## config.mk

```make
export PLATFORM = sky130hd
export DESIGN_NAME = brownout_reset_control
export DESIGN_NICKNAME = d
export VERILOG_FILES = /design/src/inc/bor_pkg.sv /design/src/rtl/bor_timer.sv /design/src/rtl/brownout_reset_control.sv
export SDC_FILE = /design/constraint.sdc
export NUM_CORES = 1
export LEC_CHECK = 0
export BUFFER_PORTS_ARGS = -buffer_cell sky130_fd_sc_hd__buf_2
export CAP_MARGIN = 10
export CORE_MARGIN = 5
export CORE_UTILIZATION = 45
export DETAILED_ROUTE_END_ITERATION = 6
export GPL_TIMING_DRIVEN = 1
export SETUP_SLACK_MARGIN = 0.5
export SYNTH_ARGS = -nofsm -noshare
export SYNTH_HDL_FRONTEND = slang
export SYNTH_SLANG_ARGS = --single-unit
```

## constraint.sdc

```tcl
create_clock -name mclk_i -period 3.42 [get_ports mclk_i]
set_input_delay 0.684 -clock mclk_i [delete_from_list [all_inputs] [get_ports mclk_i]]
set_output_delay 0.684 -clock mclk_i [all_outputs]
set_load 0.005 [all_outputs]
```

## src/inc/bor_pkg.sv

```systemverilog
// Package: constants and types for the brown-out reset controller
package bor_pkg;

   // -----------------------------------------------------------------
   // Modes and power states
   // -----------------------------------------------------------------
   localparam logic [1:0] MODE_OFF   = 2'h0;
   localparam logic [1:0] MODE_SW    = 2'h1;
   localparam logic [1:0] MODE_NOSLP = 2'h2;
   localparam logic [1:0] MODE_ON    = 2'h3;

   localparam int SW_EN_BIT = 6;

   typedef enum logic [1:0] {PWR_RUN, PWR_IDLE, PWR_SLEEP} pwr_e;

   // -----------------------------------------------------------------
   // Timing
   // -----------------------------------------------------------------
   localparam int CLK_MHZ           = 125;
   localparam int MIN_DURATION_NS   = 200;
   localparam int MIN_DURATION_CYC  =
      (MIN_DURATION_NS * CLK_MHZ + 999) / 1000;
   localparam int PWRUP_DELAY_US    = 65600;
   localparam int PWRUP_DELAY_CYC   = PWRUP_DELAY_US * CLK_MHZ;
   localparam int CNT_W             = 24;

   // Configuration straps as one carrier
   typedef struct packed {
      logic [1:0] mode;
      logic [1:0] threshold;
      logic       powerup_delay_timer_en;
   } bor_cfg_s;

endpackage

```

## src/rtl/bor_timer.sv

```systemverilog
// Down counter used for qualification and power-up delay
`timescale 1ns/1ps
module bor_timer
   import bor_pkg::*;
(
   input  wire logic             mclk_i,
   input  wire logic             nrst_i,
   input  wire logic             load_i,
   input  wire logic [CNT_W-1:0] value_i,
   output logic                  done_o
);
   logic [CNT_W-1:0] count;

   always_ff @(posedge mclk_i) begin
      if (!nrst_i) begin
         count <= '0;
      end else if (load_i) begin
         count <= value_i;
      end else if (count != '0) begin
         count <= count - 1'b1;
      end
   end

   assign done_o = (count == '0) && !load_i;
endmodule // bor_timer

```

## src/rtl/brownout_reset_control.sv

```systemverilog
// Brown-out reset controller: mode gating, qualification, power-up delay
`timescale 1ns/1ps
module brownout_reset_control
   import bor_pkg::*;
#(
   parameter int PWRUP_CYC = PWRUP_DELAY_CYC
)
(
   input  wire logic       mclk_i,
   input  wire logic       nrst_i,
   input  wire bor_cfg_s   cfg_i,
   input  wire logic       supply_low_i,
   input  wire logic       sleep_exec_i,
   input  wire logic       wake_i,
   input  wire logic       idle_on_sleep_i,
   input  wire logic       sw_en_wr_i,
   input  wire logic       sw_en_wdata_i,
   input  wire logic       flag_set_i,
   output logic            core_reset_o,
   output logic            brownout_flag_o,
   output logic            sw_brownout_enable_o,
   output logic [1:0]      brownout_threshold_cfg_o,
   output logic            detect_on_o,
   output logic            in_sleep_o
);
   // ----------------------------------------------------------------
   // Input synchronisation
   // ----------------------------------------------------------------
   logic low_meta;
   logic low_sync;
   always_ff @(posedge mclk_i) begin
      if (!nrst_i) begin
         low_meta <= 1'b0;
         low_sync <= 1'b0;
      end else begin
         low_meta <= supply_low_i;
         low_sync <= low_meta;
      end
   end

   // ----------------------------------------------------------------
   // Power mode tracking
   // ----------------------------------------------------------------
   pwr_e pwr;
   pwr_e next_pwr;
   always_comb begin
      next_pwr = pwr;
      if (wake_i)
         next_pwr = PWR_RUN;
      else if (sleep_exec_i)
         next_pwr = idle_on_sleep_i ? PWR_IDLE : PWR_SLEEP;
   end

   // ----------------------------------------------------------------
   // Software enable and mode gating
   // ----------------------------------------------------------------
   logic sw_en;
   logic sw_mode;
   logic next_detect;
   assign sw_mode = (cfg_i.mode == MODE_SW);

   always_comb begin
      unique case (cfg_i.mode)
         MODE_OFF:   next_detect = 1'b0;
         MODE_SW:    next_detect = sw_en;
         MODE_NOSLP: next_detect = (pwr != PWR_SLEEP);
         MODE_ON:    next_detect = 1'b1;
      endcase
   end

   // ----------------------------------------------------------------
   // Reset sequencing
   // ----------------------------------------------------------------
   typedef enum logic [1:0] {ST_OK, ST_QUAL, ST_BOR, ST_POWERUP_DELAY_TIMER} st_e;
   st_e st;
   st_e next_st;
   logic qual_done;
   logic powerup_delay_timer_done;
   logic qual_load;
   logic powerup_delay_timer_load;

   assign qual_load = (st == ST_OK) && low_sync && next_detect;
   assign powerup_delay_timer_load = (st == ST_BOR) && !low_sync;

   bor_timer u_qual (
      .mclk_i  (mclk_i),
      .nrst_i  (nrst_i),
      .load_i  (qual_load),
      .value_i (CNT_W'(MIN_DURATION_CYC)),
      .done_o  (qual_done)
   );

   bor_timer u_powerup_delay_timer (
      .mclk_i  (mclk_i),
      .nrst_i  (nrst_i),
      .load_i  (powerup_delay_timer_load),
      .value_i (CNT_W'(PWRUP_CYC)),
      .done_o  (powerup_delay_timer_done)
   );

   always_comb begin
      next_st = st;
      unique case (st)
         ST_OK:   if (low_sync && next_detect)
                     next_st = ST_QUAL;
         ST_QUAL: if (!low_sync || !next_detect)
                     next_st = ST_OK;
                  else if (qual_done)
                     next_st = ST_BOR;
         ST_BOR:  if (!low_sync)
                     next_st = cfg_i.powerup_delay_timer_en ? ST_POWERUP_DELAY_TIMER : ST_OK;
         ST_POWERUP_DELAY_TIMER: if (low_sync)
                     next_st = ST_BOR;
                  else if (powerup_delay_timer_done)
                     next_st = ST_OK;
      endcase
   end

   logic next_reset;
   assign next_reset = (next_st == ST_BOR) || (next_st == ST_POWERUP_DELAY_TIMER);

   always_ff @(posedge mclk_i) begin
      if (!nrst_i) begin
         st                       <= ST_OK;
         pwr                      <= PWR_RUN;
         sw_en                    <= 1'b0;
         core_reset_o             <= 1'b0;
         brownout_flag_o          <= 1'b0;
         sw_brownout_enable_o     <= 1'b0;
         brownout_threshold_cfg_o <= 2'h0;
         detect_on_o              <= 1'b0;
         in_sleep_o               <= 1'b0;
      end else begin
         st           <= next_st;
         pwr          <= next_pwr;
         core_reset_o <= next_reset;
         detect_on_o  <= next_detect;
         in_sleep_o   <= (next_pwr == PWR_SLEEP);
         if (sw_en_wr_i && sw_mode)
            sw_en <= sw_en_wdata_i;
         sw_brownout_enable_o <= sw_mode &&
            (sw_en_wr_i ? sw_en_wdata_i : sw_en);
         brownout_threshold_cfg_o <= cfg_i.threshold;
         // Entering brown-out reset wins over a software set
         if (next_st == ST_BOR && st != ST_BOR)
            brownout_flag_o <= 1'b0;
         else if (flag_set_i)
            brownout_flag_o <= 1'b1;
      end
   end

   // ----------------------------------------------------------------
   // Checks
   // ----------------------------------------------------------------
   a_off_no_reset: assert property (@(posedge mclk_i) disable iff (!nrst_i)
      (cfg_i.mode == MODE_OFF && st == ST_OK) |=> !core_reset_o)
      else $error("reset asserted with detection off");
   a_hold_while_low: assert property (@(posedge mclk_i) disable iff (!nrst_i)
      (st == ST_BOR && low_sync) |=> core_reset_o)
      else $error("reset released while supply low");
   a_powerup_delay_timer_restart: assert property (@(posedge mclk_i) disable iff (!nrst_i)
      (st == ST_POWERUP_DELAY_TIMER && low_sync) |=> st == ST_BOR)
      else $error("low during delay did not return to reset");
   a_sw_reads_zero: assert property (@(posedge mclk_i) disable iff (!nrst_i)
      !sw_mode |=> !sw_brownout_enable_o)
      else $error("software enable visible outside mode 01");
   a_always_on: assert property (@(posedge mclk_i) disable iff (!nrst_i)
      cfg_i.mode == MODE_ON |=> detect_on_o)
      else $error("detection off in always-on mode");
   a_sleep_gate: assert property (@(posedge mclk_i) disable iff (!nrst_i)
      (cfg_i.mode == MODE_NOSLP && pwr == PWR_SLEEP && !wake_i)
      |=> !detect_on_o)
      else $error("detection on during sleep in mode 10");
   a_flag_clear: assert property (@(posedge mclk_i) disable iff (!nrst_i)
      (st == ST_QUAL && next_st == ST_BOR) |=> !brownout_flag_o)
      else $error("flag not cleared on brown-out");
   a_qual_enter: assert property (@(posedge mclk_i) disable iff (!nrst_i)
      (st == ST_QUAL && low_sync && next_detect && qual_done)
      |=> core_reset_o)
      else $error("qualified low did not reset");
   a_no_powerup_delay_timer: assert property (@(posedge mclk_i) disable iff (!nrst_i)
      (st == ST_BOR && !low_sync && !cfg_i.powerup_delay_timer_en) |=> !core_reset_o)
      else $error("delay applied while timer disabled");
   a_sleep_entry: assert property (@(posedge mclk_i) disable iff (!nrst_i)
      (sleep_exec_i && !wake_i && !idle_on_sleep_i) |=> in_sleep_o)
      else $error("sleep not entered");
   a_powerup_delay_timer_hold: assert property (@(posedge mclk_i) disable iff (!nrst_i)
      (st == ST_POWERUP_DELAY_TIMER && !powerup_delay_timer_done) |=> core_reset_o)
      else $error("reset released before delay");

   // ----------------------------------------------------------------
   // Synchroniser and sequencing checks
   // ----------------------------------------------------------------
   // The comparator is asynchronous, so only the second stage is
   // trusted; these pin the two-stage delay that the timing relies on.
   a_meta_follow: assert property (
      @(posedge mclk_i) disable iff (!nrst_i)
      1'b1 |=> (low_meta == $past(supply_low_i)))
      else $error("first sync stage did not follow comparator");
   a_sync_stage: assert property (
      @(posedge mclk_i) disable iff (!nrst_i)
      1'b1 |=> (low_sync == $past(low_meta)))
      else $error("second sync stage did not follow first");
   a_ok_stay: assert property (
      @(posedge mclk_i) disable iff (!nrst_i)
      (st == ST_OK && !(low_sync && next_detect)) |=> st == ST_OK)
      else $error("left idle without a detected low");
   a_ok_to_qual: assert property (
      @(posedge mclk_i) disable iff (!nrst_i)
      (st == ST_OK && low_sync && next_detect) |=> st == ST_QUAL)
      else $error("detected low did not start qualification");
   a_qual_abort: assert property (
      @(posedge mclk_i) disable iff (!nrst_i)
      (st == ST_QUAL && (!low_sync || !next_detect)) |=> st == ST_OK)
      else $error("short dip was not dropped");
   a_qual_wait: assert property (
      @(posedge mclk_i) disable iff (!nrst_i)
      (st == ST_QUAL && low_sync && next_detect && !qual_done)
      |=> st == ST_QUAL)
      else $error("qualification ended early");
   a_bor_stay: assert property (
      @(posedge mclk_i) disable iff (!nrst_i)
      (st == ST_BOR && low_sync) |=> st == ST_BOR)
      else $error("brown-out state left while supply low");
   a_powerup_delay_timer_enter: assert property (
      @(posedge mclk_i) disable iff (!nrst_i)
      (st == ST_BOR && !low_sync && cfg_i.powerup_delay_timer_en) |=> st == ST_POWERUP_DELAY_TIMER)
      else $error("power-up delay not started on recovery");
   a_powerup_delay_timer_from_bor: assert property (
      @(posedge mclk_i) disable iff (!nrst_i)
      $rose(st == ST_POWERUP_DELAY_TIMER) |-> $past(st == ST_BOR))
      else $error("power-up delay entered from wrong state");
   a_powerup_delay_timer_done: assert property (
      @(posedge mclk_i) disable iff (!nrst_i)
      (st == ST_POWERUP_DELAY_TIMER && !low_sync && powerup_delay_timer_done)
      |=> (st == ST_OK && !core_reset_o))
      else $error("reset not released after full delay");
   a_reset_state: assert property (
      @(posedge mclk_i) disable iff (!nrst_i)
      1'b1 |-> (core_reset_o == (st == ST_BOR || st == ST_POWERUP_DELAY_TIMER)))
      else $error("reset output disagrees with state");

   // ----------------------------------------------------------------
   // Configuration, software and power mode checks
   // ----------------------------------------------------------------
   a_thr_copy: assert property (
      @(posedge mclk_i) disable iff (!nrst_i)
      1'b1 |=> (brownout_threshold_cfg_o == $past(cfg_i.threshold)))
      else $error("threshold not taken from configuration");
   a_sw_readback: assert property (
      @(posedge mclk_i) disable iff (!nrst_i)
      (sw_mode && !sw_en_wr_i) |=> sw_brownout_enable_o == $past(sw_en))
      else $error("software enable readback wrong");
   a_sw_wr_ignored: assert property (
      @(posedge mclk_i) disable iff (!nrst_i)
      !sw_mode |=> sw_en == $past(sw_en))
      else $error("software enable changed outside mode 01");
   a_detect_off: assert property (
      @(posedge mclk_i) disable iff (!nrst_i)
      cfg_i.mode == MODE_OFF |=> !detect_on_o)
      else $error("detection on in mode 00");
   a_detect_sw: assert property (
      @(posedge mclk_i) disable iff (!nrst_i)
      cfg_i.mode == MODE_SW |=> detect_on_o == $past(sw_en))
      else $error("detection does not follow software enable");
   a_detect_run: assert property (
      @(posedge mclk_i) disable iff (!nrst_i)
      (cfg_i.mode == MODE_NOSLP && pwr != PWR_SLEEP) |=> detect_on_o)
      else $error("detection off while awake in mode 10");
   a_flag_set: assert property (
      @(posedge mclk_i) disable iff (!nrst_i)
      (flag_set_i && !(next_st == ST_BOR && st != ST_BOR))
      |=> brownout_flag_o)
      else $error("software set of flag lost");
   a_flag_hold: assert property (
      @(posedge mclk_i) disable iff (!nrst_i)
      (!flag_set_i && !(next_st == ST_BOR && st != ST_BOR))
      |=> brownout_flag_o == $past(brownout_flag_o))
      else $error("flag changed without cause");
   a_wake_run: assert property (
      @(posedge mclk_i) disable iff (!nrst_i)
      wake_i |=> (!in_sleep_o && pwr == PWR_RUN))
      else $error("wake did not return to run");
   a_idle_entry: assert property (
      @(posedge mclk_i) disable iff (!nrst_i)
      (sleep_exec_i && !wake_i && idle_on_sleep_i)
      |=> (!in_sleep_o && pwr == PWR_IDLE))
      else $error("idle not entered");
endmodule // brownout_reset_control

```

**After elaboration in Yosys (flattened, before gate mapping)**

Cells that the tools add are included.

- Add/subtract/negate cells: 2
- Equal/unequal tests: 11
- Mux-type cells: 17
- Bitwise gates (word level): 1
- Reduce and logical (&&, ||, !) cells: 26

Operators by type and width:

| operator | number |
|---|---|
| zero test 24 bit | 2 |
| nonzero test 24 bit | 2 |
| subtractor 24 x 1 -> 24 bit, second input constant | 2 |
| 2-to-1 mux 23 bit | 2 |
| 2-to-1 mux 2 bit | 10 |
| == test 2 bit, second input constant | 7 |
| 2-to-1 mux 5 bit | 2 |
| logical AND 1 bit | 9 |
| case mux 2 bit (4 select lines) | 1 |
| OR reduction 2 bit | 3 |
| == test 2 x 1 -> 1 bit, second input constant | 2 |
| zero test 1 bit | 4 |
| zero test 2 bit | 2 |
| inequality test 2 bit, second input constant | 2 |
| case mux 1 bit (4 select lines) | 1 |
| nonzero test 2 bit | 2 |
| logical OR 1 bit | 2 |
| 2-to-1 mux 1 bit | 1 |
| NOT 1 bit | 1 |

- Flip-flop bits (word level): 62

**Logic depth before layout (Yosys ltp)**

- Depth after elaboration: 11
- Depth in mapped cells: 8
- Gate-level depth less buffers: 7

**Cells and area by module**

Synthesis repeated with hierarchy kept, for this count alone.

- Cell total of the unflattened synthesis: 417
- Area, all modules: 3528.4 um^2

Modules (own cells, without submodules):

| module | times used | cells an instance | area an instance (um^2) |
|---|---|---|---|
| bor_timer | 2 | 182 | 1507.7 |
| brownout_reset_control | 1 | 53 | 513.0 |

**Worst setup path before layout**

OpenSTA, ideal clock, no wires.

- Kind: reg2reg
- From: reg u_qual.count[3]
- To: reg u_qual.count[14]
- Data arrival time: 2014 ps
- Data required time: 3292 ps
- Setup slack: 1278 ps
- Stages on the path, launching flop included: 8
- Clock period less this slack: 2142 ps
- Path through: dfxtp_1 > clkbuf_1 > or4_4 > or4_4 > buf_6 > o211ai_2 > xor2_1 > nor2_1

- Word-level cells in the longest chain between the ends: 1
- Elaborated cells between the ends (all ways): 2
- Classes of those cells: add/sub: 1; reduce/logical: 1

Ends and longest elaborated chain:

| element | line | source |
|---|---|---|
| from (decl) | bor_timer.sv:12 | `logic [CNT_W-1:0] count;` |
| from (signal assigned) | bor_timer.sv:18 | `count <= value_i;` |
| from (signal assigned) | bor_timer.sv:20 | `count <= count - 1'b1;` |
| subtractor 24 x 1 -> 24 bit or nonzero test 24 bit (tied branches) | bor_timer.sv:20, bor_timer.sv:19 |  |

Several ways; a longest one is shown, not always the timed one.
A chain may end at the register's enable or synchronous reset.

**Final worst setup path**

- From: reg u_powerup_delay_timer.count[16]
- To: reg u_powerup_delay_timer.count[19]

- Word-level cells in the longest chain between the ends: 3
- Elaborated cells between the ends (all ways): 5
- Classes of those cells: add/sub: 1; mux: 2; reduce/logical: 2

Ends and longest elaborated chain:

| element | line | source |
|---|---|---|
| from (decl) | bor_timer.sv:12 |  |
| from (signal assigned) | bor_timer.sv:18 |  |
| from (signal assigned) | bor_timer.sv:20 |  |
| subtractor 24 x 1 -> 24 bit | bor_timer.sv:20 |  |
| 2-to-1 mux 23 bit | bor_timer.sv:19 | `end else if (count != '0) begin` |
| 2-to-1 mux 23 bit | bor_timer.sv:17 | `end else if (load_i) begin` |

Several ways; a longest one is shown, not always the timed one. The select of a mux whose other input is x is not followed.

==> results.json <==
{
  "drc": 0,
  "final_common_cell": "dfxtp_1",
  "holdWs_ns": 0.439,
  "synth_cell_type_count": 48,
  "path_delay_family": "simple AND/OR/NAND/NOR gates",
  "grt_pass1_wl_mm": 9.77,
  "dpl_cell_area_um2": 3130,
  "final_layout_size_suffix_gt1_frac": 0.154,
  "yosysWarningCount": 0,
  "detail_route.wl_per_cell_um": 13.2,
  "tritoncts": "built",
  "drt.antenna.violating_nets": 0,
  "coreArea_um2": 6390,
  "die-area_um2": 8320,
  "io_pins": 21,
  "vias": 2358,
  "p_per_area_nw_per_um2": 1070,
  "cts_setup_buffers": 0,
  "peakVddDrop_v": 0.000569,
  "grt_util_all_layers": 0.142,
  "syn_area_per_cell_um2": 9.08,
  "cp.buffers_inverters": 1,
  "tns_ns": 0,
  "antenna_found_initial": 0,
  "drt_iter0_drc": 99,
  "setup_viol": 0,
  "clk_latency_ns": 0.33,
  "critPathCaptureType": "register",
  "rsz0062_at_grt": "false",
  "startpoint_type": "register",
  "ys_seq_area_frac": 0.418,
  "crit_path_frequent_cell": "nor4_1",
  "mappedNetlistArea_um2": 2970,
  "grt_pass1_vias": 2138,
  "synth_top_area_cell": "dfxtp_1",
  "cts_buffers": 9,
  "clkSinkCount": 62,
  "slew_headroom": 0.530,
  "htreeDepth": 3,
  "antenna_cells": 0,
  "fin_crit_sh": 0.674,
  "synth_area_leaders": "dfxtp_1, xor2_1, nor2_1",
  "crit_path_max_fanout": 15,
  "cts_hold_buf": 0,
  "slowest_stage": "nand4_1",
  "drv_slew": 0,
  "cts_buffer_depth": 2,
  "syn_nets": 345,
  "critPathMaxStageDelay_ns": 0.57,
  "grt_max_degree": 30,
  "path_clk_slew_ns": 0.07,
  "worstPathRequired_ns": 3.65,
  "worst-setup-path-type": "reg2reg",
  "io_buffers": 20,
  "finalInstanceArea_um2": 3310,
  "synth.top_cell.area_share": 0.418,
  "gr-total-overflow": 0,
  "maxCapViolCount": 0,
  "finalCriticalPeriod_ns": 2.31,
  "fmax_ghz": 0.434,
  "fin_nets": 366,
  "gp_congestion": 0.798,
  "syn_inst": 327,
  "fin_cells": 428,
  "worstMarginPinSlew_ns": 0.703,
  "finalCoreUtilization": 0.518,
  "cts_resized": 0,
  "hp-class": "reg2reg",
  "drt_first_pass_iters": 4,
  "yosys_register_bits": 62,
  "crit_chain": "nor4_1 > nand4_1 > o21ai_1 > buf_4 > nor4_1 > o31a_1",
  "outcome": "completed",
  "power.static_leakage_uw": 0.00129,
  "cp.arrival_ns": 2.53,
  "fin_skew_ns": 0.00865,
  "dpl.hpwl_mm": 3.90,
  "wl_mm": 5.64,
  "placementRows": 29,
  "hold_viol": 0,
  "start_util": 0.465,
  "area_growth_syn_to_layout_pct": 11.4,
  "root_buffer": "clkbuf_8",
  "die_x_um": 91.2,
  "reg2reg_slack_ns": 1.11,
  "mostFrequentLayoutCells": "dfxtp_1, nor2_1, buf_2",
  "die_y_um": 91.2,
  "via_per_inst": 5.51,
  "dpl.cell_count": 414
}
layer usage:
layer,GRT usage,wire length (um),vias to the layer above
li1,-,-,1237
met1,0.192,3010,1081
met2,0.212,2330,32
met5,0,0,-
met3,0.0479,226,8
met4,0.0489,74,0
area by class of cell:
cell class,count,area (um^2)
fill,594,3080
multi-input combinational,244,1640
sequential,62,1240
clock buffer,9,124
timing repair buffer,23,123
tap,77,96.3
clock inverter,5,52.6
inverter,8,30.0
Yosys cell counts, drive strengths merged:
| cell | number |
|---|---|
| o211ai | 12 |
| o31ai | 5 |
| nand3b | 2 |
| o41ai | 1 |
| o31a | 7 |
| and4 | 2 |
| and3 | 2 |
| nor3b | 5 |
| nand2 | 12 |
| a31oi | 1 |
| o21ai | 16 |
| or2 | 4 |
| nor4 | 11 |
| nor3 | 8 |
| a21oi | 12 |
| nand4 | 6 |
| nand2b | 7 |
| buf | 2 |
| nor2b | 6 |
| mux2 | 1 |
| a2111o | 1 |
| xor2 | 16 |
| clkbuf | 11 |
| or3 | 6 |
| nand3 | 9 |
| mux2i | 2 |
| o221a | 1 |
| a211oi | 2 |
| nor2 | 35 |
| inv | 8 |
| o21a | 11 |
| xnor2 | 8 |
| a21boi | 7 |
| or4 | 14 |
| and2 | 6 |
| ha | 4 |
| dfxtp | 62 |
| or4b | 2 |
kinds of logic (layout without fill, tap and decap cells):
group,Yosys count,in the layout,share of synthesized area
AND/OR/NAND/NOR,137,137,0.269
AO/OA/AOI/OAI,76,76,0.185
flip-flops,62,62,0.418
XOR/XNOR,24,24,0.0708
buffers and inverters,21,45,0.0295
adder cells (fa/ha/maj),4,4,0.0169
multiplexers,3,3,0.0105
where the power goes:
part / total, uW / internal (uW) / leakage, uW / switching [uW]
clock network: 602 / 324 / 0.0000907 / 278
registers: 1170 / 952 / 0.000508 / 219
logic: 1750 / 721 / 0.000690 / 1030
sequential cells by signal, indices dropped and copies added (netlist names), 2 cells and up:
register / flops
brownout_threshold_cfg_o: 2
pwr: 2
st: 2
u_powerup_delay_timer.count: 24
u_qual.count: 24
final timing paths:
path,start,end,cells after the start
worst max register to register,u_powerup_delay_timer.count[16],u_powerup_delay_timer.count[19],6
worst min register to register,low_meta,low_sync,1
worst max-delay path,u_powerup_delay_timer.count[16],u_powerup_delay_timer.count[19],6
worst min-delay path,low_meta,low_sync,1
through the flow:
| stage | setup slack [ns] | total power, uW |
|---|---|---|
| detailed placement | 1.12 | 2930 |
| global route | 0.887 | 3850 |
| CTS | 1.11 | 3550 |
| global placement | 1.11 | 2930 |
| finish | 1.11 | 3530 |
| floorplan | 1.28 | 2640 |
No activity file was read; power rests on OpenSTA's default activity.
